$ cat src/bid_consts.svh
// Constants of the binary input conditioning block: register offsets,
// reset values, limits and timing figures.
// Assumes inclusion by bare name from the design files.
`ifndef BID_CONSTS_SVH
`define BID_CONSTS_SVH

// Clock and sample timing
`define BID_CLK_PERIOD_NS 100
`define BID_SAMPLE_PERIOD_NS 100000
`define BID_FILT_MAX_US 25000

// Threshold figures in millivolts
`define BID_THR_LO_MAX_MV 20000
`define BID_THR_LO_STEP_MV 50
`define BID_THR_HI_MAX_MV 300000
`define BID_THR_HI_STEP_MV 500

// Global register byte offsets
`define BID_OFS_LEVEL 8'h00
`define BID_OFS_RAW 8'h04
`define BID_OFS_MODE 8'h08
`define BID_OFS_RANGE 8'h0c

// Per-channel block: base, stride and offsets inside it
`define BID_CH_BASE 8'h40
`define BID_CH_STRIDE 8'h10
`define BID_OFS_THR 8'h00
`define BID_OFS_DGL 8'h04
`define BID_OFS_DBN 8'h08
`define BID_OFS_CNT 8'h0c

// Reset values
`define BID_RST_MODE 1'b0
`define BID_RST_RANGE 1'b0
`define BID_RST_THR 10'h000
`define BID_RST_TIME 8'h00

`endif

$ cat src/bid_pkg.sv
// Types shared by the binary input conditioning block.
// Assumes nothing of its surroundings.
package bid_pkg;
    // Register address
    typedef logic [7:0] bid_addr_t;
    // Comparator source of one input
    typedef enum logic {BID_WET, BID_DRY} bid_mode_t;
    // Threshold code
    typedef logic [9:0] bid_thr_t;
endpackage : bid_pkg

$ cat src/bid_top.sv
// Binary input conditioning: comparator source select, threshold settings,
// sampling, per-input deglitch, debounce and pulse counting, register port.
// Assumes comparator results are synchronous to clock_i, and that the
// comparator front end turns thresh_code_o and range_hi_o into a voltage.
`timescale 1ns/10ps
`include "bid_consts.svh"
module bid_top
    import bid_pkg::*;
#(
    parameter int NUM_CH = 10,
    parameter int TIME_W = 8,
    parameter int CNT_W = 16
) (
    input wire logic clock_i,
    input wire logic rst_n_i,
    input wire logic [7:0] addr_i,
    input wire logic [31:0] wdata_i,
    input wire logic wr_i,
    input wire logic rd_i,
    output logic [31:0] rdata_o,
    input wire logic [NUM_CH-1:0] wet_cmp_i,
    input wire logic [NUM_CH-1:0] dry_cmp_i,
    output logic [NUM_CH-1:0] dry_sel_o,
    output logic [NUM_CH-1:0] range_hi_o,
    output logic [NUM_CH*10-1:0] thresh_code_o,
    output logic [NUM_CH-1:0] level_o
);
    // Timing derived from clock and sample period, threshold code limits from the mV figures
    localparam int TICK_CYC = `BID_SAMPLE_PERIOD_NS / `BID_CLK_PERIOD_NS;
    localparam int MAX_TICKS = (`BID_FILT_MAX_US * 1000) / `BID_SAMPLE_PERIOD_NS;
    localparam int THR_LO_MAX = `BID_THR_LO_MAX_MV / `BID_THR_LO_STEP_MV;
    localparam int THR_HI_MAX =
        (`BID_THR_HI_MAX_MV - `BID_THR_LO_MAX_MV) / `BID_THR_HI_STEP_MV;
    localparam logic [TIME_W-1:0] MAX_TIME = TIME_W'(MAX_TICKS);

    ////////////////////////////////////////////////////////////////////////
    // Elaboration checks
    if (NUM_CH < 1 || NUM_CH > 12 || NUM_CH > CNT_W + 16) begin : g_bad_ch
        $error("NUM_CH must be 1 to 12 to fit the address map");
    end
    if ((1 << TIME_W) - 1 < MAX_TICKS || TIME_W > 32) begin : g_bad_time
        $error("TIME_W too narrow for the longest filter time");
    end
    if (CNT_W < 1 || CNT_W > 32) begin : g_bad_cnt
        $error("CNT_W must be 1 to 32");
    end

    ////////////////////////////////////////////////////////////////////////
    // Helpers for the write decode; ch_addr also serves the read decode
    function automatic bid_addr_t ch_addr(input int ch, input bid_addr_t ofs);
        ch_addr = 8'(`BID_CH_BASE + ch * `BID_CH_STRIDE + ofs);
    endfunction : ch_addr

    // Times beyond the longest filter time are cut back to it
    function automatic logic [TIME_W-1:0] clamp_time(input logic [31:0] w);
        clamp_time = (w > 32'(MAX_TICKS)) ? MAX_TIME : w[TIME_W-1:0];
    endfunction : clamp_time

    // Codes beyond the end of the selected range are cut back to it
    function automatic bid_thr_t clamp_thr(input logic [31:0] w, input logic hi);
        int lim;
        lim = hi ? THR_HI_MAX : THR_LO_MAX;
        clamp_thr = (w > 32'(lim)) ? 10'(lim) : w[9:0];
    endfunction : clamp_thr

    ////////////////////////////////////////////////////////////////////////
    // Sample tick divider: one pulse each sample period
    logic [15:0] div_q;
    logic tick_q;
    logic smp_q;
    always_ff @(posedge clock_i) begin
        if (!rst_n_i) begin
            div_q <= 16'h0000;
            tick_q <= 1'b0;
        end else if (div_q == 16'(TICK_CYC - 1)) begin
            div_q <= 16'h0000;
            tick_q <= 1'b1;
        end else begin
            div_q <= div_q + 16'h0001;
            tick_q <= 1'b0;
        end
    end

    ////////////////////////////////////////////////////////////////////////
    // Input sampling with per-input source select
    logic [NUM_CH-1:0] raw_q;
    always_ff @(posedge clock_i) begin
        if (!rst_n_i) begin
            raw_q <= '0;
            smp_q <= 1'b0;
        end else begin
            smp_q <= tick_q; // Filters run one cycle after sampling
            if (tick_q) begin
                for (int i = 0; i < NUM_CH; i++) begin
                    raw_q[i] <= (bid_mode_t'(dry_sel_o[i]) == BID_DRY) ?
                        dry_cmp_i[i] : wet_cmp_i[i];
                end
            end
        end
    end

    ////////////////////////////////////////////////////////////////////////
    // Configuration registers written by software
    logic [NUM_CH*TIME_W-1:0] dgl_q;
    logic [NUM_CH*TIME_W-1:0] dbn_q;
    always_ff @(posedge clock_i) begin
        if (!rst_n_i) begin
            dry_sel_o <= {NUM_CH{`BID_RST_MODE}};
            range_hi_o <= {NUM_CH{`BID_RST_RANGE}};
        end else if (wr_i && addr_i == `BID_OFS_MODE) begin
            dry_sel_o <= wdata_i[NUM_CH-1:0];
        end else if (wr_i && addr_i == `BID_OFS_RANGE) begin
            range_hi_o <= wdata_i[NUM_CH-1:0];
        end
    end

    // Threshold code: low range counts 50 mV, high range 500 mV above 20 V
    always_ff @(posedge clock_i) begin
        if (!rst_n_i) begin
            thresh_code_o <= {NUM_CH{`BID_RST_THR}};
        end else if (wr_i) begin
            for (int i = 0; i < NUM_CH; i++) begin
                if (addr_i == ch_addr(i, `BID_OFS_THR)) begin
                    thresh_code_o[i*10 +: 10] <= clamp_thr(wdata_i, range_hi_o[i]);
                end
            end
        end
    end

    // Deglitch and debounce times in sample ticks, one pair per input
    always_ff @(posedge clock_i) begin
        if (!rst_n_i) begin
            dgl_q <= {NUM_CH{TIME_W'(`BID_RST_TIME)}};
            dbn_q <= {NUM_CH{TIME_W'(`BID_RST_TIME)}};
        end else if (wr_i) begin
            for (int i = 0; i < NUM_CH; i++) begin
                if (addr_i == ch_addr(i, `BID_OFS_DGL)) begin
                    dgl_q[i*TIME_W +: TIME_W] <= clamp_time(wdata_i);
                end
                if (addr_i == ch_addr(i, `BID_OFS_DBN)) begin
                    dbn_q[i*TIME_W +: TIME_W] <= clamp_time(wdata_i);
                end
            end
        end
    end

    // A write to a counter clears it
    logic [NUM_CH-1:0] cnt_clr;
    always_comb begin
        cnt_clr = '0;
        for (int i = 0; i < NUM_CH; i++) begin
            cnt_clr[i] = wr_i && (addr_i == ch_addr(i, `BID_OFS_CNT));
        end
    end

    ////////////////////////////////////////////////////////////////////////
    // Channels
    logic [NUM_CH*CNT_W-1:0] count;
    for (genvar g = 0; g < NUM_CH; g++) begin : g_ch
        bid_chan #(
            .TIME_W(TIME_W),
            .CNT_W(CNT_W)
        ) i_bid_chan (
            .clock_i(clock_i),
            .rst_n_i(rst_n_i),
            .smp_i(smp_q),
            .raw_i(raw_q[g]),
            .dgl_time_i(dgl_q[g*TIME_W +: TIME_W]),
            .dbn_time_i(dbn_q[g*TIME_W +: TIME_W]),
            .cnt_clr_i(cnt_clr[g]),
            .level_o(level_o[g]),
            .count_o(count[g*CNT_W +: CNT_W])
        );
    end

    ////////////////////////////////////////////////////////////////////////
    // Read decode; unmapped addresses read zero
    logic [31:0] rd_word;
    always_comb begin
        rd_word = 32'h0000_0000;
        case (addr_i)
            `BID_OFS_LEVEL: rd_word[NUM_CH-1:0] = level_o;
            `BID_OFS_RAW: rd_word[NUM_CH-1:0] = raw_q;
            `BID_OFS_MODE: rd_word[NUM_CH-1:0] = dry_sel_o;
            `BID_OFS_RANGE: rd_word[NUM_CH-1:0] = range_hi_o;
            default: begin
                for (int i = 0; i < NUM_CH; i++) begin
                    if (addr_i == ch_addr(i, `BID_OFS_THR)) begin
                        rd_word[9:0] = thresh_code_o[i*10 +: 10];
                    end
                    if (addr_i == ch_addr(i, `BID_OFS_DGL)) begin
                        rd_word[TIME_W-1:0] = dgl_q[i*TIME_W +: TIME_W];
                    end
                    if (addr_i == ch_addr(i, `BID_OFS_DBN)) begin
                        rd_word[TIME_W-1:0] = dbn_q[i*TIME_W +: TIME_W];
                    end
                    if (addr_i == ch_addr(i, `BID_OFS_CNT)) begin
                        rd_word[CNT_W-1:0] = count[i*CNT_W +: CNT_W];
                    end
                end
            end
        endcase
    end

    // Read data stand only in the cycle after the strobe
    always_ff @(posedge clock_i) begin
        if (!rst_n_i) begin
            rdata_o <= 32'h0000_0000;
        end else begin
            rdata_o <= rd_i ? rd_word : 32'h0000_0000;
        end
    end

    ////////////////////////////////////////////////////////////////////////
    // Checks
    a_tick_spacing: assert property (@(posedge clock_i) disable iff (!rst_n_i)
        tick_q |=> !tick_q [*8])
        else $error("Sample ticks too close");
    a_filter_on_tick: assert property (@(posedge clock_i) disable iff (!rst_n_i)
        $changed(level_o) |-> $past(smp_q))
        else $error("Filtered level moved off a sample tick");
    a_source_select: assert property (@(posedge clock_i) disable iff (!rst_n_i)
        tick_q |=> raw_q[0] == ($past(dry_sel_o[0]) ?
            $past(dry_cmp_i[0]) : $past(wet_cmp_i[0])))
        else $error("Wrong comparator source sampled");
    a_thr_limit: assert property (@(posedge clock_i) disable iff (!rst_n_i)
        wr_i && addr_i == `BID_CH_BASE && !range_hi_o[0] |=>
            thresh_code_o[9:0] <= 10'(THR_LO_MAX))
        else $error("Low range threshold beyond 20 V");
    a_level_read: assert property (@(posedge clock_i) disable iff (!rst_n_i)
        rd_i && addr_i == `BID_OFS_LEVEL |=>
            rdata_o[NUM_CH-1:0] == $past(level_o))
        else $error("Level register read wrong");
    a_dgl_limit: assert property (@(posedge clock_i) disable iff (!rst_n_i)
        wr_i && addr_i == ch_addr(0, `BID_OFS_DGL) |=>
            dgl_q[TIME_W-1:0] <= MAX_TIME)
        else $error("Deglitch time beyond 25 ms");

    c_tick_level: cover property (@(posedge clock_i) disable iff (!rst_n_i)
        smp_q ##1 $changed(level_o));
    c_dry_mode: cover property (@(posedge clock_i) disable iff (!rst_n_i)
        dry_sel_o[0] && tick_q);
endmodule : bid_top

$ cat src/bid_chan.sv
// One binary input channel: deglitch, debounce and pulse counter.
// Assumes raw_i is already sampled and smp_i pulses once per sample tick.
`timescale 1ns/10ps
`include "bid_consts.svh"
module bid_chan
    import bid_pkg::*;
#(
    parameter int TIME_W = 8,
    parameter int CNT_W = 16
) (
    input wire logic clock_i,
    input wire logic rst_n_i,
    input wire logic smp_i,
    input wire logic raw_i,
    input wire logic [TIME_W-1:0] dgl_time_i,
    input wire logic [TIME_W-1:0] dbn_time_i,
    input wire logic cnt_clr_i,
    output logic level_o,
    output logic [CNT_W-1:0] count_o
);
    logic dgl_q;
    logic dgl_d;
    logic [TIME_W-1:0] run_q;
    logic [TIME_W-1:0] hold_q;
    logic rise;

    ////////////////////////////////////////////////////////////////////////
    // Deglitch: a level is accepted only after it stood for the full time;
    // the next level is formed here so the debouncer sees it in the same
    // tick and a bypassed stage adds no sample period of delay
    always_comb begin
        dgl_d = dgl_q;
        if (dgl_time_i == '0) begin
            dgl_d = raw_i;
        end else if (raw_i != dgl_q && run_q + 1'b1 >= dgl_time_i) begin
            // Edge is reported on the dgl_time_i-th sample in a row that shows it, giving the dead time
            dgl_d = raw_i;
        end
    end

    // Qualification run length; any return or acceptance restarts it
    always_ff @(posedge clock_i) begin
        if (!rst_n_i) begin
            dgl_q <= 1'b0;
            run_q <= '0;
        end else if (smp_i) begin
            dgl_q <= dgl_d;
            if (dgl_time_i != '0 && raw_i != dgl_q && run_q + 1'b1 < dgl_time_i) begin
                run_q <= run_q + 1'b1;
            end else begin
                run_q <= '0;
            end
        end
    end

    ////////////////////////////////////////////////////////////////////////
    // Debounce on the deglitched level: first change passes, then holds
    always_ff @(posedge clock_i) begin
        if (!rst_n_i) begin
            level_o <= 1'b0;
            hold_q <= '0;
        end else if (smp_i) begin
            if (hold_q != '0) begin
                hold_q <= hold_q - 1'b1;
            end else if (dgl_d != level_o) begin
                level_o <= dgl_d;
                hold_q <= (dbn_time_i == '0) ? '0 : dbn_time_i - 1'b1;
            end
        end
    end

    ////////////////////////////////////////////////////////////////////////
    // Pulse counter on rising filtered edges; a clear and an edge in one cycle leave a count of one
    assign rise = smp_i && (hold_q == '0) && dgl_d && !level_o;
    always_ff @(posedge clock_i) begin
        if (!rst_n_i) begin
            count_o <= '0;
        end else if (cnt_clr_i) begin
            count_o <= rise ? CNT_W'(1) : '0;
        end else if (rise) begin
            count_o <= count_o + 1'b1;
        end
    end

    ////////////////////////////////////////////////////////////////////////
    // Checks
    a_dgl_bypass: assert property (@(posedge clock_i) disable iff (!rst_n_i)
        smp_i && dgl_time_i == '0 |=> dgl_q == $past(raw_i))
        else $error("Deglitch bypass did not follow input");
    a_dgl_dead_time: assert property (@(posedge clock_i) disable iff (!rst_n_i)
        smp_i && raw_i != dgl_q && run_q == '0 && dgl_time_i > 1 |=> $stable(dgl_q))
        else $error("Deglitch accepted a level too early");
    a_dgl_on_tick: assert property (@(posedge clock_i) disable iff (!rst_n_i)
        $changed(dgl_q) |-> $past(smp_i) && dgl_q == $past(raw_i))
        else $error("Deglitch changed off a sample tick");
    a_dbn_first_edge: assert property (@(posedge clock_i) disable iff (!rst_n_i)
        smp_i && hold_q == '0 && dgl_d != level_o |=> level_o == $past(dgl_d))
        else $error("Debounce did not pass first change");
    a_dbn_hold: assert property (@(posedge clock_i) disable iff (!rst_n_i)
        hold_q != '0 |=> $stable(level_o))
        else $error("Debounce output moved during hold");
    a_dbn_source: assert property (@(posedge clock_i) disable iff (!rst_n_i)
        $changed(level_o) |-> level_o == dgl_q)
        else $error("Debounce not fed from deglitch");
    a_cnt_rise: assert property (@(posedge clock_i) disable iff (!rst_n_i)
        $rose(level_o) && !$past(cnt_clr_i) |-> count_o == $past(count_o) + 1'b1)
        else $error("Counter missed a rising edge");

    c_dgl_accept: cover property (@(posedge clock_i) disable iff (!rst_n_i)
        smp_i && dgl_time_i > 1 ##1 $changed(dgl_q));
    c_dbn_restart: cover property (@(posedge clock_i) disable iff (!rst_n_i)
        smp_i && hold_q == '0 && dgl_d != level_o && dbn_time_i != '0);
    c_cnt_clear_edge: cover property (@(posedge clock_i) disable iff (!rst_n_i)
        cnt_clr_i && rise);
endmodule : bid_chan

$ cat config.mk
export PLATFORM = sky130hd
export DESIGN_NAME = bid_top
export DESIGN_NICKNAME = d
export VERILOG_FILES = /design/src/bid_pkg.sv /design/src/bid_top.sv /design/src/bid_chan.sv
export VERILOG_INCLUDE_DIRS = /design/src
export SDC_FILE = /design/constraint.sdc
export NUM_CORES = 2
export LEC_CHECK = 0
export ABC_AREA = 1
export BUFFER_PORTS_ARGS = -buffer_cell sky130_fd_sc_hd__buf_2
export CAP_MARGIN = 20
export CORE_ASPECT_RATIO = 1.4
export CORE_MARGIN = 1
export CORE_UTILIZATION = 50
export DETAILED_ROUTE_END_ITERATION = 6
export PLACE_DENSITY = 0.68
export REMOVE_ABC_BUFFERS = 1
export SLEW_MARGIN = 20
export SYNTH_ARGS = -nofsm -noshare
export SYNTH_HDL_FRONTEND = slang
export SYNTH_SLANG_ARGS = --single-unit
$ cat constraint.sdc
create_clock -name clock_i -period 3.1 [get_ports clock_i]
set_input_delay 0.465 -clock clock_i [delete_from_list [all_inputs] [get_ports clock_i]]
set_output_delay 0.465 -clock clock_i [all_outputs]
set_load 0.05 [all_outputs]
==> summary.md <==
| Metric | Value |
|---|---|
| Status | `finished, violations left` |
| Failing checks | `negative setup slack` |
| Peak supply drop | `0.523 mV` |
| Number of global-route vias before repair | `36,600` |
| Final ANT Viol Nets | `0` |
| Die footprint | `0.0752 mm^2` |
| Root Buffer | `clkbuf_16` |
| Final min period | `3330 ps` |
| Largest net degree at the start of global routing | `74` |
| Sequential fraction of the synthesis area | `35.9%` |
| Area contributors post-synth | `dfxtp_1 36%, nand2_1 9.7%, a21oi_1 9.0%` |
| Max-slew headroom | `30.2%` |
| Drt pass-1 iters | `6` |
| Crit share post-route | `108%` |
| Max Cap Viol | `0` |
| Die H | `324 um` |
| Ratio of cells with drive above 1 in the final layout | `22.2%` |
| Nets | `6,222` |
| Achievable Freq | `300 MHz` |
| Critical Path RT | `3640 ps` |
| Final Hold Viols | `0` |
| Rows | `117` |
| Warnings from Yosys | `0` |
| Cts bufs inserted | `71` |
| CTS sink cnt | `664` |
| Initial antenna violation count | `3` |
| Hold Path Class | `input pin to register` |
| Fin util | `65.1%` |
| Wirelength per Cell | `20.0 um` |
| Post-place setup slack | `-533 ps` |
| IO Pins | `226` |
| H-tree depth | `3` |
| Unrepaired setup endpoints after global routing | `yes` |
| Setup Skew | `25.6 ps` |
| Chip width | `232 um` |
| First-pass GRT wire length | `207,000 um` |
| Drt drc | `0` |
| Hold-fix buffers, CTS | `0` |
| Ys flop type | `dfxtp_1` |
| Total global-route track usage | `35.8%` |
| Initial core utilization | `50.7%` |
| Final Routed Wirelength | `140,000 um` |
| DRT iter0 DRCs | `3,509` |
| Total congestion overflow | `0` |
| Post-Syn Instances | `5,400` |
| Synth top cells by count | `960 x nand2_1, 797 x inv_1, 664 x dfxtp_1` |
| Post-synth ARST share | `0%` |
| CP Launch Type | `register` |
| Syn Area/Cell | `6.86 um^2` |
| Slew Limit Fails | `0` |
| Core Area | `0.0730 mm^2` |
| Synth Register Bits | `664` |
| Number of synthesized flops with an enable pin | `0` |
| Critical path type | `register to register` |
| RD Place Congestion | `0.991` |
| Count leader, synth | `nand2_1` |
| PortBufs | `209` |
| CTS tree | `yes` |
| Crit-path max FO | `4` |
| Clock buffer depth | `3` |
| Via count | `39,800` |
| DR vias/cell | `5.69` |
| Largest area contributor in the netlist | `dfxtp_1` |
| WP data arrival | `3870 ps` |
| Power Dens Cells | `386 mW/mm^2` |
| Leakage | `20.9 nW` |
| Worst slew pin tran | `1050 ps` |
| HPWL Detailed | `102,000 um` |
| Clk slew on worst S/H paths | `60 ps` |
| Distinct cell type count after synthesis | `59` |
| Count of final setup violators | `96` |
| Crit. End Element | `register` |
| Fin worst setup slack | `-233 ps` |
| Clk Latency, worst-skew pair | `650 ps` |
| Reg2reg setup slack | `-230 ps` |
| Synth Cell Area | `0.0371 mm^2` |
| Top cell type's share of synthesized area | `35.9%` |
| Layout area overhead | `28.4%` |
## timing repair
item,in CTS,in global routing
pin swaps,52,168
buffers inserted,56,54
resized for setup,288,479
gates cloned,2,5
setup endpoints to repair,172,256
## critical path, cell delays in order, from the launching register on
cell	delay, ps
dfxtp_4	370
nand3_4	70
nand3b_1	170
nand3b_1	210
xnor2_2	170
ha_1	330
nand4_1	130
inv_1	50
nand2_1	60
o211ai_1	100
a21oi_2	170
inv_2	80
o21ai_4	170
o31ai_4	100
nor2_1	110
inv_1	80
nor2_4	150
nor2_4	70
nor2_2	140
nand4_1	120
nor2_1	130
nand2_1	70
o21ai_1	120
a21oi_1	50
## through the flow
stage | hold WS, ps | cell area, um^2 | TNS (ps) | power (W) | instances
floorplan | 418 | 36200 | -12990 | 0.00906 | 5208
finish | 81.1 | 47600 | -7150 | 0.0184 | 7001
detailed placement | 444 | 41700 | -26850 | 0.00946 | 6778
global route | 95.0 | 47600 | -37480 | 0.0188 | 7000
global placement | 432 | 41700 | -21670 | 0.00945 | 6778
CTS | 58.3 | 45500 | -2150 | 0.0184 | 6955
## placed cells by master (no fill, tap or decap), types with 30 or more instances in the layout
cell type,instances
nand2_2,46
o21ai_0,450
inv_2,34
nor2_1,356
xnor2_1,41
nor2_4,40
nand3_2,33
o22ai_1,37
ha_1,140
nand3_1,120
o21ai_2,54
buf_6,62
inv_1,761
nand4_1,120
a21oi_2,50
nor3_1,120
buf_4,423
o21ai_1,46
clkbuf_16,73
nand3b_1,37
a21oi_1,611
buf_2,208
a31oi_1,30
nand2_1,905
xor2_1,101
dfxtp_1,631
## worst paths after layout
check                              startpoint                        endpoint  depth (start not counted)
setup / recovery  g_ch[3].i_bid_chan.run_q[1]  g_ch[3].i_bid_chan.count_o[14]                         23
hold / removal                   dry_cmp_i[9]                        raw_q[9]                          3
setup reg to reg  g_ch[3].i_bid_chan.run_q[1]  g_ch[3].i_bid_chan.count_o[14]                         23
hold reg to reg                      div_q[0]                        div_q[0]                          1
## per-layer routing
layer  vias up  share of wire, %  track usage, %
met1     18500                38            43.0
li1      19200                 -               -
met3       452               8.4            6.06
met2      1682                46            59.1
met4         0               6.9            23.0
met5         -                 0               0
## area by class of cell
type | instances | area (um^2)
well taps | 952 | 1190
flip-flops and latches | 664 | 13400
clock buffers | 100 | 2130
multi-input cells | 3728 | 22100
diodes | 1 | 2.50
inverters | 821 | 3170
fillers | 6491 | 25500
repair buffers | 711 | 5270
clock inverters | 24 | 295
## registers in the layout, summed over array words and instances (netlist names)
signal,count
g_ch.i_bid_chan.count_o,160
thresh_code_o,100
dbn_q,80
dgl_q,80
g_ch.i_bid_chan.hold_q,80
g_ch.i_bid_chan.run_q,80
div_q,16
rdata_o,16
dry_sel_o,10
g_ch.i_bid_chan.dgl_q,10
g_ch.i_bid_chan.level_o,10
range_hi_o,10
raw_q,10
smp_q,1
tick_q,1
## kinds of logic (layout without fill, tap and decap cells)
group / Yosys count / in the layout / share of synthesized area (%)
xor gates and xnor gates: 158 / 158 / 3.73
other: 1 / 17 / 0.0101
muxes: 4 / 4 / 0.108
and+or+nand+nor: 1937 / 1942 / 22.9
DFF: 664 / 664 / 35.9
adders and majority gates: 161 / 161 / 5.44
buffers and inverters: 1028 / 1656 / 10.8
AOI/OAI and AO/OA: 1447 / 1447 / 21.2
## where the power goes
group / internal, W / switching (W)
Combinational: 0.000216 / 0.000560
Clock: 0.00529 / 0.00375
Sequential: 0.00853 / 0.0000127
(Power assumes the default switching activity.)
